===== config.mk =====
export PLATFORM = sky130hd
export DESIGN_NAME = gpfc_top
export DESIGN_NICKNAME = d
export VERILOG_FILES = /design/src/verilog/gpfc_pkg.sv /design/src/verilog/gpfc_sync.sv /design/src/verilog/gpfc_top.sv
export VERILOG_INCLUDE_DIRS = /design/src /design/src/verilog
export SDC_FILE = /design/constraint.sdc
export NUM_CORES = 1
export LEC_CHECK = 0
export ABC_CLOCK_PERIOD_IN_PS = 2500
export CAP_MARGIN = 10
export CORE_UTILIZATION = 34
export DETAILED_ROUTE_END_ITERATION = 16
export DONT_BUFFER_PORTS = 1
export PLACE_DENSITY = 0.48
export SLEW_MARGIN = 5
export SYNTH_ARGS = -nofsm -noshare
export SYNTH_HDL_FRONTEND = slang
export SYNTH_SLANG_ARGS = --single-unit

===== constraint.sdc =====
create_clock -name clk -period 2.5 [get_ports clk]
set_input_delay 0.25 -clock clk [delete_from_list [all_inputs] [get_ports clk]]
set_output_delay 0.25 -clock clk [all_outputs]
set_load 0.01 [all_outputs]

===== src/verilog/gpfc_regs.svh =====
// register map, field positions, reset values and timing counts of the pin function block
// assumes a word-addressed Avalon-MM slave; byte address is four times each index
`ifndef GPFC_REGS_SVH
`define GPFC_REGS_SVH

`define GPFC_IDX_CTRL         32'h1200_0000
`define GPFC_IDX_HIGH_DD      32'h1200_0001
`define GPFC_IDX_LOW_DIR      32'h12c0_0000
`define GPFC_IDX_MID_DIR      32'h12c0_0001
`define GPFC_IDX_LOW_DATA     32'h12c0_0002
`define GPFC_IDX_MID_DATA     32'h12c0_0003
`define GPFC_IDX_EXP_DATA     32'h12c0_0004
`define GPFC_IDX_EXP_DATA_INC 32'h12c0_0005

`define GPFC_CTRL_UART0       0
`define GPFC_CTRL_IRQ         1
`define GPFC_CTRL_DRQ         2
`define GPFC_CTRL_CLKOUT      3

`define GPFC_HIGH_DATA_LSB    0
`define GPFC_HIGH_DIR_LSB     4

`define GPFC_RST_BYTE         8'h00

`define GPFC_CLK_PERIOD_NS    10
`define GPFC_CLK_HZ           64'd100000000
`define GPFC_CLKOUT_HZ        64'd14745600
`define GPFC_EXP_CYCLE_NS     100
`define GPFC_EXP_CYCLES       ((`GPFC_EXP_CYCLE_NS + `GPFC_CLK_PERIOD_NS - 1) / `GPFC_CLK_PERIOD_NS)
`define GPFC_NCO_STEP         32'(((`GPFC_CLKOUT_HZ << 32) + `GPFC_CLK_HZ / 64'd2) / `GPFC_CLK_HZ)

`endif


===== src/verilog/gpfc_pkg.sv =====
// types shared by the pin function block
// assumes nothing beyond the register header
package gpfc_pkg;
	typedef logic [7:0] gpfc_byte_t;
	typedef enum logic [2:0]
	{
		ST_IDLE = 3'b001,
		ST_EXP  = 3'b010,
		ST_DONE = 3'b100
	} gpfc_state_t;
endpackage


===== src/verilog/gpfc_sync.sv =====
// two flip-flop synchroniser for pin inputs
// assumes inputs are asynchronous to clk
`timescale 1ns/100ps
module gpfc_sync #(
	parameter int W = 8
) (
	input  wire logic         clk,
	input  wire logic         rstn,
	input  wire logic [W-1:0] d,
	output logic      [W-1:0] q
);
	logic [W-1:0] meta;

	always_ff @(posedge clk or negedge rstn)
	begin
		if (!rstn)
		begin
			meta <= '0;
			q    <= '0;
		end
		else
		begin
			meta <= d;
			q    <= meta;
		end
	end
endmodule


===== src/verilog/gpfc_top.sv =====
// twenty-line gpio block with alternate pin functions and expansion bus port
// assumes one 100 MHz clock, Avalon-MM master on the same clock, pins resolved outside from out/oe
//
// Function
// RULE_01: the low group direction register sets each of its eight lines to output with a one and input with a zero.
// RULE_02: the middle group direction register sets each of its eight lines to output with a one and input with a zero.
// RULE_03: the middle group data register drives output lines on write and returns the line levels on read.
// RULE_04: the low group data register is also the eight-bit expansion bus address register, on the same lines.
// RULE_05: the high group register holds the four line data values in bits 3:0.
// RULE_06: the high group register holds the four line directions in bits 7:4, one meaning output.
// RULE_07: control bit 0 puts uart 0 transmit and receive on high lines two and three.
// RULE_08: control bit 1 makes middle line three an interrupt request input.
// RULE_09: control bit 2 makes middle line four a dma request input.
// RULE_10: control bit 3 drives a 14.7456 MHz clock on middle line five.
// RULE_11: an access to the auto-increment data port runs an expansion bus cycle then increments the address.
// RULE_12: an alternate function overrides the general direction and data of its line.
//
// Our own choice: register access over Avalon-MM.
`timescale 1ns/100ps
`include "gpfc_regs.svh"
module gpfc_top #(
	parameter int EXP_CYCLES = `GPFC_EXP_CYCLES
) (
	input  wire logic               clk,
	input  wire logic               rstn,
	input  wire logic [31:0]        avs_address,
	input  wire logic               avs_read,
	input  wire logic               avs_write,
	input  wire logic [31:0]        avs_writedata,
	output logic      [31:0]        avs_readdata,
	output logic                    avs_waitrequest,
	input  wire logic [7:0]         low_group_lines_in,
	output logic      [7:0]         low_group_lines_out,
	output logic      [7:0]         low_group_lines_oe,
	input  wire logic [7:0]         mid_group_lines_in,
	output logic      [7:0]         mid_group_lines_out,
	output logic      [7:0]         mid_group_lines_oe,
	input  wire logic [3:0]         high_group_lines_in,
	output logic      [3:0]         high_group_lines_out,
	output logic      [3:0]         high_group_lines_oe,
	input  wire gpfc_pkg::gpfc_byte_t expansion_bus_data_in,
	output gpfc_pkg::gpfc_byte_t    expansion_bus_data_out,
	output logic                    expansion_bus_data_oe,
	output logic                    expansion_bus_rd_n,
	output logic                    expansion_bus_wr_n,
	input  wire logic               uart0_txd,
	output logic                    uart0_rxd,
	output logic                    irq_req,
	output logic                    dma_req
);
	import gpfc_pkg::*;

	gpfc_byte_t  ctrl;
	gpfc_byte_t  high_dd;
	gpfc_byte_t  low_dir;
	gpfc_byte_t  mid_dir;
	gpfc_byte_t  low_data;
	gpfc_byte_t  mid_data;
	gpfc_state_t state;
	gpfc_state_t next_state;
	logic [15:0] cnt;
	logic [31:0] nco_acc;
	gpfc_byte_t  low_sync;
	gpfc_byte_t  mid_sync;
	logic [3:0]  high_sync;
	gpfc_byte_t  exp_sync;

	gpfc_sync #(.W(8)) u_sync_low (.clk(clk), .rstn(rstn), .d(low_group_lines_in), .q(low_sync));
	gpfc_sync #(.W(8)) u_sync_mid (.clk(clk), .rstn(rstn), .d(mid_group_lines_in), .q(mid_sync));
	gpfc_sync #(.W(4)) u_sync_high (.clk(clk), .rstn(rstn), .d(high_group_lines_in), .q(high_sync));
	gpfc_sync #(.W(8)) u_sync_exp (.clk(clk), .rstn(rstn), .d(expansion_bus_data_in), .q(exp_sync));

	// address decode
	wire hit_ctrl     = avs_address == `GPFC_IDX_CTRL;
	wire hit_high     = avs_address == `GPFC_IDX_HIGH_DD;
	wire hit_low_dir  = avs_address == `GPFC_IDX_LOW_DIR;
	wire hit_mid_dir  = avs_address == `GPFC_IDX_MID_DIR;
	wire hit_low_data = avs_address == `GPFC_IDX_LOW_DATA;
	wire hit_mid_data = avs_address == `GPFC_IDX_MID_DATA;
	wire hit_exp_inc  = avs_address == `GPFC_IDX_EXP_DATA_INC;
	wire hit_exp      = hit_exp_inc || avs_address == `GPFC_IDX_EXP_DATA;
	wire req          = avs_read || avs_write;
	wire cnt_last     = cnt == 16'(EXP_CYCLES - 1);
	wire in_done      = state == ST_DONE;
	wire wr_now       = in_done && avs_write;

	// data reads return line levels, not the stored output value
	wire gpfc_byte_t rd_mux =
		hit_ctrl     ? ctrl :
		hit_high     ? {high_dd[7:4], high_sync} :
		hit_low_dir  ? low_dir :
		hit_mid_dir  ? mid_dir :
		hit_low_data ? low_sync :
		hit_mid_data ? mid_sync : `GPFC_RST_BYTE; // RULE_03

	assign avs_waitrequest = req && !in_done;

	always_comb
	begin
		next_state = state;
		case (state)
			ST_IDLE:
			begin
				if (req)
					next_state = hit_exp ? ST_EXP : ST_DONE; // RULE_11
			end
			ST_EXP:
			begin
				if (cnt_last)
					next_state = ST_DONE;
			end
			ST_DONE:
				next_state = ST_IDLE;
			default:
				next_state = ST_IDLE;
		endcase
	end

	always_ff @(posedge clk or negedge rstn)
	begin
		if (!rstn)
		begin
			state <= ST_IDLE;
			cnt   <= 16'h0000;
		end
		else
		begin
			state <= next_state;
			cnt   <= (state == ST_EXP) ? cnt + 16'h0001 : 16'h0000;
		end
	end

	always_ff @(posedge clk or negedge rstn)
	begin
		if (!rstn)
			avs_readdata <= 32'h0000_0000;
		else if (state == ST_IDLE && avs_read && !hit_exp)
			avs_readdata <= {24'h00_0000, rd_mux};
		else if (state == ST_EXP && cnt_last && avs_read)
			avs_readdata <= {24'h00_0000, exp_sync}; // RULE_11
	end

	// writes take effect on the edge after waitrequest drops, the one that completes the transfer
	always_ff @(posedge clk or negedge rstn)
	begin
		if (!rstn)
		begin
			ctrl     <= `GPFC_RST_BYTE;
			high_dd  <= `GPFC_RST_BYTE;
			low_dir  <= `GPFC_RST_BYTE;
			mid_dir  <= `GPFC_RST_BYTE;
			mid_data <= `GPFC_RST_BYTE;
		end
		else if (wr_now)
		begin
			if (hit_ctrl)
				ctrl <= avs_writedata[7:0];
			if (hit_high)
				high_dd <= avs_writedata[7:0]; // RULE_05 RULE_06
			if (hit_low_dir)
				low_dir <= avs_writedata[7:0]; // RULE_01
			if (hit_mid_dir)
				mid_dir <= avs_writedata[7:0]; // RULE_02
			if (hit_mid_data)
				mid_data <= avs_writedata[7:0]; // RULE_03
		end
	end

	// one storage serves both gpio data and bus address
	always_ff @(posedge clk or negedge rstn)
	begin
		if (!rstn)
			low_data <= `GPFC_RST_BYTE;
		else if (wr_now && hit_low_data)
			low_data <= avs_writedata[7:0]; // RULE_04
		else if (in_done && hit_exp_inc)
			low_data <= low_data + 8'h01; // RULE_11
	end

	// expansion bus strobes span the whole cycle
	always_ff @(posedge clk or negedge rstn)
	begin
		if (!rstn)
		begin
			expansion_bus_rd_n     <= 1'b1;
			expansion_bus_wr_n     <= 1'b1;
			expansion_bus_data_oe  <= 1'b0;
			expansion_bus_data_out <= `GPFC_RST_BYTE;
		end
		else
		begin
			expansion_bus_rd_n     <= !(next_state == ST_EXP && avs_read);
			expansion_bus_wr_n     <= !(next_state == ST_EXP && avs_write);
			expansion_bus_data_oe  <= next_state == ST_EXP && avs_write;
			expansion_bus_data_out <= avs_writedata[7:0];
		end
	end

	// phase accumulator: average rate set by the rounded 32-bit step, edges jitter by one 10 ns period
	always_ff @(posedge clk or negedge rstn)
	begin
		if (!rstn)
			nco_acc <= 32'h0000_0000;
		else if (ctrl[`GPFC_CTRL_CLKOUT])
			nco_acc <= nco_acc + `GPFC_NCO_STEP; // RULE_10
		else
			nco_acc <= 32'h0000_0000;
	end

	// pin drive with alternate functions taking priority
	gpfc_byte_t next_mid_out;
	gpfc_byte_t next_mid_oe;
	logic [3:0] next_high_out;
	logic [3:0] next_high_oe;

	always_comb
	begin
		next_mid_out  = mid_data;
		next_mid_oe   = mid_dir;
		next_high_out = high_dd[`GPFC_HIGH_DATA_LSB +: 4];
		next_high_oe  = high_dd[`GPFC_HIGH_DIR_LSB +: 4];
		if (ctrl[`GPFC_CTRL_UART0])
		begin
			next_high_out[2] = uart0_txd; // RULE_07 RULE_12
			next_high_oe[2]  = 1'b1;
			next_high_oe[3]  = 1'b0;
		end
		if (ctrl[`GPFC_CTRL_IRQ])
			next_mid_oe[3] = 1'b0; // RULE_08 RULE_12
		if (ctrl[`GPFC_CTRL_DRQ])
			next_mid_oe[4] = 1'b0; // RULE_09 RULE_12
		if (ctrl[`GPFC_CTRL_CLKOUT])
		begin
			next_mid_out[5] = nco_acc[31]; // RULE_10 RULE_12
			next_mid_oe[5]  = 1'b1;
		end
	end

	always_ff @(posedge clk or negedge rstn)
	begin
		if (!rstn)
		begin
			low_group_lines_out  <= `GPFC_RST_BYTE;
			low_group_lines_oe   <= `GPFC_RST_BYTE;
			mid_group_lines_out  <= `GPFC_RST_BYTE;
			mid_group_lines_oe   <= `GPFC_RST_BYTE;
			high_group_lines_out <= 4'h0;
			high_group_lines_oe  <= 4'h0;
			uart0_rxd            <= 1'b1;
			irq_req              <= 1'b0;
			dma_req              <= 1'b0;
		end
		else
		begin
			low_group_lines_out  <= low_data; // RULE_04
			low_group_lines_oe   <= low_dir; // RULE_01
			mid_group_lines_out  <= next_mid_out;
			mid_group_lines_oe   <= next_mid_oe;
			high_group_lines_out <= next_high_out;
			high_group_lines_oe  <= next_high_oe;
			uart0_rxd            <= ctrl[`GPFC_CTRL_UART0] ? high_sync[3] : 1'b1; // RULE_07
			irq_req              <= ctrl[`GPFC_CTRL_IRQ] && mid_sync[3]; // RULE_08
			dma_req              <= ctrl[`GPFC_CTRL_DRQ] && mid_sync[4]; // RULE_09
		end
	end
endmodule


# Word level (Yosys, flattened, before mapping)
# Cells that the tools add are included.
[classes]
add_sub_neg = 3
eq_ne = 13
muxes = 23
reduce_logical = 25
[ops]
columns = ["cell", "count"]
rows = [
  ["$eq A32 B29 Y1 const B", 8],
  ["$mux W32", 3],
  ["$mux W8", 8],
  ["$add A32 B30 Y32 const B", 1],
  ["$add A16 B1 Y16 const B", 1],
  ["$eq A16 B4 Y1 const B", 1],
  ["$mux W16", 1],
  ["$logic_and A1 B1 Y1", 12],
  ["$reduce_and A2 Y1", 5],
  ["$mux W3", 3],
  ["$add A8 B1 Y8 const B", 1],
  ["$eq A3 B2 Y1 const B", 2],
  ["$mux W1", 6],
  ["$pmux W3 S2", 1],
  ["$logic_not A1 Y1", 4],
  ["$reduce_bool A2 Y1", 2],
  ["$eq A3 B1 Y1 const B", 1],
  ["$eq A3 B3 Y1 const B", 1],
  ["$logic_or A1 B1 Y1", 2],
  ["$mux W2", 1],
]
[word_totals]
regBits = 241
inputBits = 97
output_inout_bits = 87
elab_cells = 95

# Depth between registers and ports, before layout
[logic_depth]
word_depth = 8
mapped_depth = 8

# Modules after synthesis
# A second synthesis with hierarchy kept.
[hier_totals]
hier_cells = 641
area_unflattened_um2 = 8557.0
[modules_own_cells]
columns = ["module", "n_inst", "cells_per_inst", "area_per_inst_um2", "seq_area_each_um2"]
rows = [
  ["gpfc_top", 1, 585, 7155.6, 4008.8],
  ["gpfc_sync (u_sync_exp ...)", 3, 16, 400.4, 400.4],
  ["gpfc_sync (u_sync_high)", 1, 8, 200.2, 200.2],
]

# Worst setup path after synthesis
# OpenSTA, ideal clock, no wires.
[synth_path]
kind = "flip-flop to flip-flop"
from = "reg nco_acc[16]"
to = "reg nco_acc[31]"
t_arrival_ps = 2072
required_ps = 2372
slack_ps = 300
stages_incl_launch_ff = 7
synth_period_minus_slack_ps = 2200
cell_sequence = "dfrtp_1 > or4_4 > or2_1 > or4_1 > o21ai_2 > o21ai_0 > mux2i_1"
[synth_via]
elab_chain_cells = 2
[synth_rtl]
columns = ["item", "line", "rtl"]
rows = [
  ["from (decl)", "gpfc_top.sv:62", "logic [31:0] nco_acc;"],
  ["from (signal assigned)", "gpfc_top.sv:205", "nco_acc <= nco_acc + `GPFC_NCO_STEP;"],
  ["$add A32 B30 Y32 (no source line)", "--", ""],
  ["$mux W32", "gpfc_top.sv:204", "else if (ctrl[`GPFC_CTRL_CLKOUT])"],
]
# No other way between the ends.
# A chain may end at the register's enable or synchronous reset.

# Worst setup path after layout
# Same ends and word-level chain as after synthesis.

==> results.md <==
* HP Class: in -> async
* Maxcap violations at 0
* DRT Wirelength at 19000 µm
* Htree depth at 1
* Detailed placement HPWL at 12800 µm
* Root Driver: clkbuf_16
* Vias post-DR at 5184
* Final Non-Filler Cells at 1069
* Fmax at 419 MHz
* Netlist cell types at 69
* Initial DRC count at 421
* Clock sinks at 216
* Synth top area share at 62.2%
* Fin util at 42.0%
* Clock slew at reported path FFs at 0.06 ns
* CTS tree: yes
* Hold slack at -0.556 ns
* Ys async rst share at 100%
* Worst path arrival time at 2.77 ns
* Synth Warn # at 0
* Wire length per cell at 17.8 µm
* Register area share after synthesis at 63.4%
* Post-layout min period at 2.38 ns
* Type of origin of the critical path: register
* RePlAce Congestion at 0.756
* EDFF count, synth at 0
* Final Setup Violations at 0
* Num CTS Buffers at 25
* Pwr/cell area at 783 nW/µm²
* Gate Count Post-Synth at 656
* Crit Path Max Fanout at 6
* Setup_tns at 0 ns
* Biggest register: nco_acc
* Vias/cell at 4.85
* Status: finished, violations left
* Post-synth top area cell: dfrtp_1
* Final Hold Fails at 216
* Die W at 160 µm
* Max-slew violations at 0
* Max Root-Sink Buffers at 3
* TritonRoute pass-1 iters at 7
* Die area at 25700 µm²
* Antenna Nets Post-Route at 0
* Critical Path RT at 2.88 ns
* Clk_skew at 0.0233 ns
* Total track usage at 15.1%
* Least-Margin Pin Slew at 0.643 ns
* Crit end category: register
* Largest cells by area after synthesis: dfrtp_1 62%, mux2_2 6.6%, buf_4 2.1%, nor2_1 1.9%, xnor2_1 1.8%
* Max VDD drop at 556 µV
* Violated checks: negative hold slack
* GRT overflow at 0
* Cells after DPL at 984
* NumNets Final at 827
* I/O pins at 184
* Final Cell Area at 10300 µm²
* Largest net degree at the start of global routing at 217
* Number of global-route vias before repair at 5370
* Period utilisation layout at 95.4%
* Layout cell share with drive strength beyond 1 at 19.5%
* Max FFs per register at 31
* Synth Register Bits at 216
* Worst Setup Path Type: reg -> reg
* Most common cell after layout, fill and taps aside: dfrtp_1
* CORE AREA at 24500 µm²
* Average cell area after synthesis at 13.0 µm²
* Biggest regs: nco_acc (31), cnt (16)
* DRC Markers at 0
* Ant diodes at 0
* Max-slew headroom at 56.9%
* Netlist Area Pre-Place at 8540 µm²
* Most frequent cells in the layout: 212 x dfrtp_1, 50 x mux2_2, 44 x nor2_1
* Dpl cell area at 8950 µm²
* IO Port Bufs at 0
* Starting density of the core at 34.9%
* Setup Fix Bufs, Post-CTS at 0
* R2R depth at 6
* Initial antenna violation count at 2
* Leakage at 0.00475 µW
* First-pass GRT wire length at 30400 µm
* Fillers at 2289
* Row cnt at 57
* Post-CTS Hold Buffers at 39
* Ys flop type: dfrtp_1
* Syn-to-layout area delta at 20.4%
* RSZ-0062 raised after global routing: yes
* Worst skew pair latency at 0.53 ns
* Chip height at 160 µm
path summary, 6_finish.rpt:
kind                               startpoint               to  slack (ns)
max in group asynchronous                rstn           cnt[2]        2.59
min reg2reg                u_sync_exp.meta[1]  u_sync_exp.q[1]        0.34
min                                      rstn      nco_acc[21]       -0.56
max                               nco_acc[16]      nco_acc[31]        0.12
max reg2reg                       nco_acc[16]      nco_acc[31]        0.12
min in group clk               avs_address[1]  avs_readdata[6]        0.05
cells in the mapped netlist, drive strengths merged, types with 6 or more instances:
cell / instances
nor3: 12
nand3: 10
xnor2: 18
nor2: 46
nor4b: 6
a21oi: 15
clkbuf: 12
xor2: 13
o21ai: 21
mux2i: 9
nor2b: 8
a21o: 6
or4: 7
and3: 7
nand4: 8
a222oi: 7
or3: 11
a21boi: 6
nand2: 42
and2: 22
dfrtp: 212
buf: 28
mux2: 50
nor4: 13
final cells by class:
class                           count  area, µm²  area share (%)
Tap cell                          324        405            3.94
Sequential cell                   216       5410            52.6
Timing Repair Buffer               60        561            5.45
Inverter                            5       18.8           0.183
Clock inverter                     15        248            2.41
Clock buffer                       31        668            6.50
Multi-Input combinational cell    418       2970            28.9
report_power, final:
part	total (µW)	internal [µW]	switching (µW)
Sequential	3720	3620	105
Clock	3980	2530	1450
Combinational	345	170	175
Total	8050	6320	1730
routing by layer:
metal	track usage, %	routed length (µm)	part of all wire (%)
met1	19.8	8370	44
met3	4.03	1170	6.2
met2	24.5	8990	47
met5	0	27	0.14
met4	4.29	434	2.3
logic make-up after synthesis:
family                   share of synthesized area [%]
flip-flops                                        63.4
AND/OR/NAND/NOR                                   15.0
AO/OA/AOI/OAI                                     7.04
multiplexers                                      7.65
buffers and inverters                             3.17
XOR/XNOR                                          3.18
adder cells (fa/ha/maj)                          0.586
other                                           0.0439
worst max-delay path, stage by stage, from the launching register on:
cell and delay (ns):
dfrtp_1 0.41, or4_4 0.57, or2_1 0.34, or4_1 0.47
o21ai_4 0.19, o21ai_0 0.15, mux2i_1 0.13
stage by stage:
| stage | setup slack (ns) | power, µW |
|---|---|---|
| 4_1_cts | 0.113 | 8170 |
| 2_1_floorplan | 0.300 | 4010 |
| 3_3_place_gp | 0.161 | 4060 |
| 5_1_grt | 0.00167 | 8370 |
| 6_report | 0.115 | 8050 |
| 3_5_place_dp | 0.104 | 4070 |
timing repair:
action                                 CTS  global route
endpoints found under the hold margin  305           216
resized for setup                        0             3
setup endpoints to repair                0             3
Power figures use the tool's default switching activity.
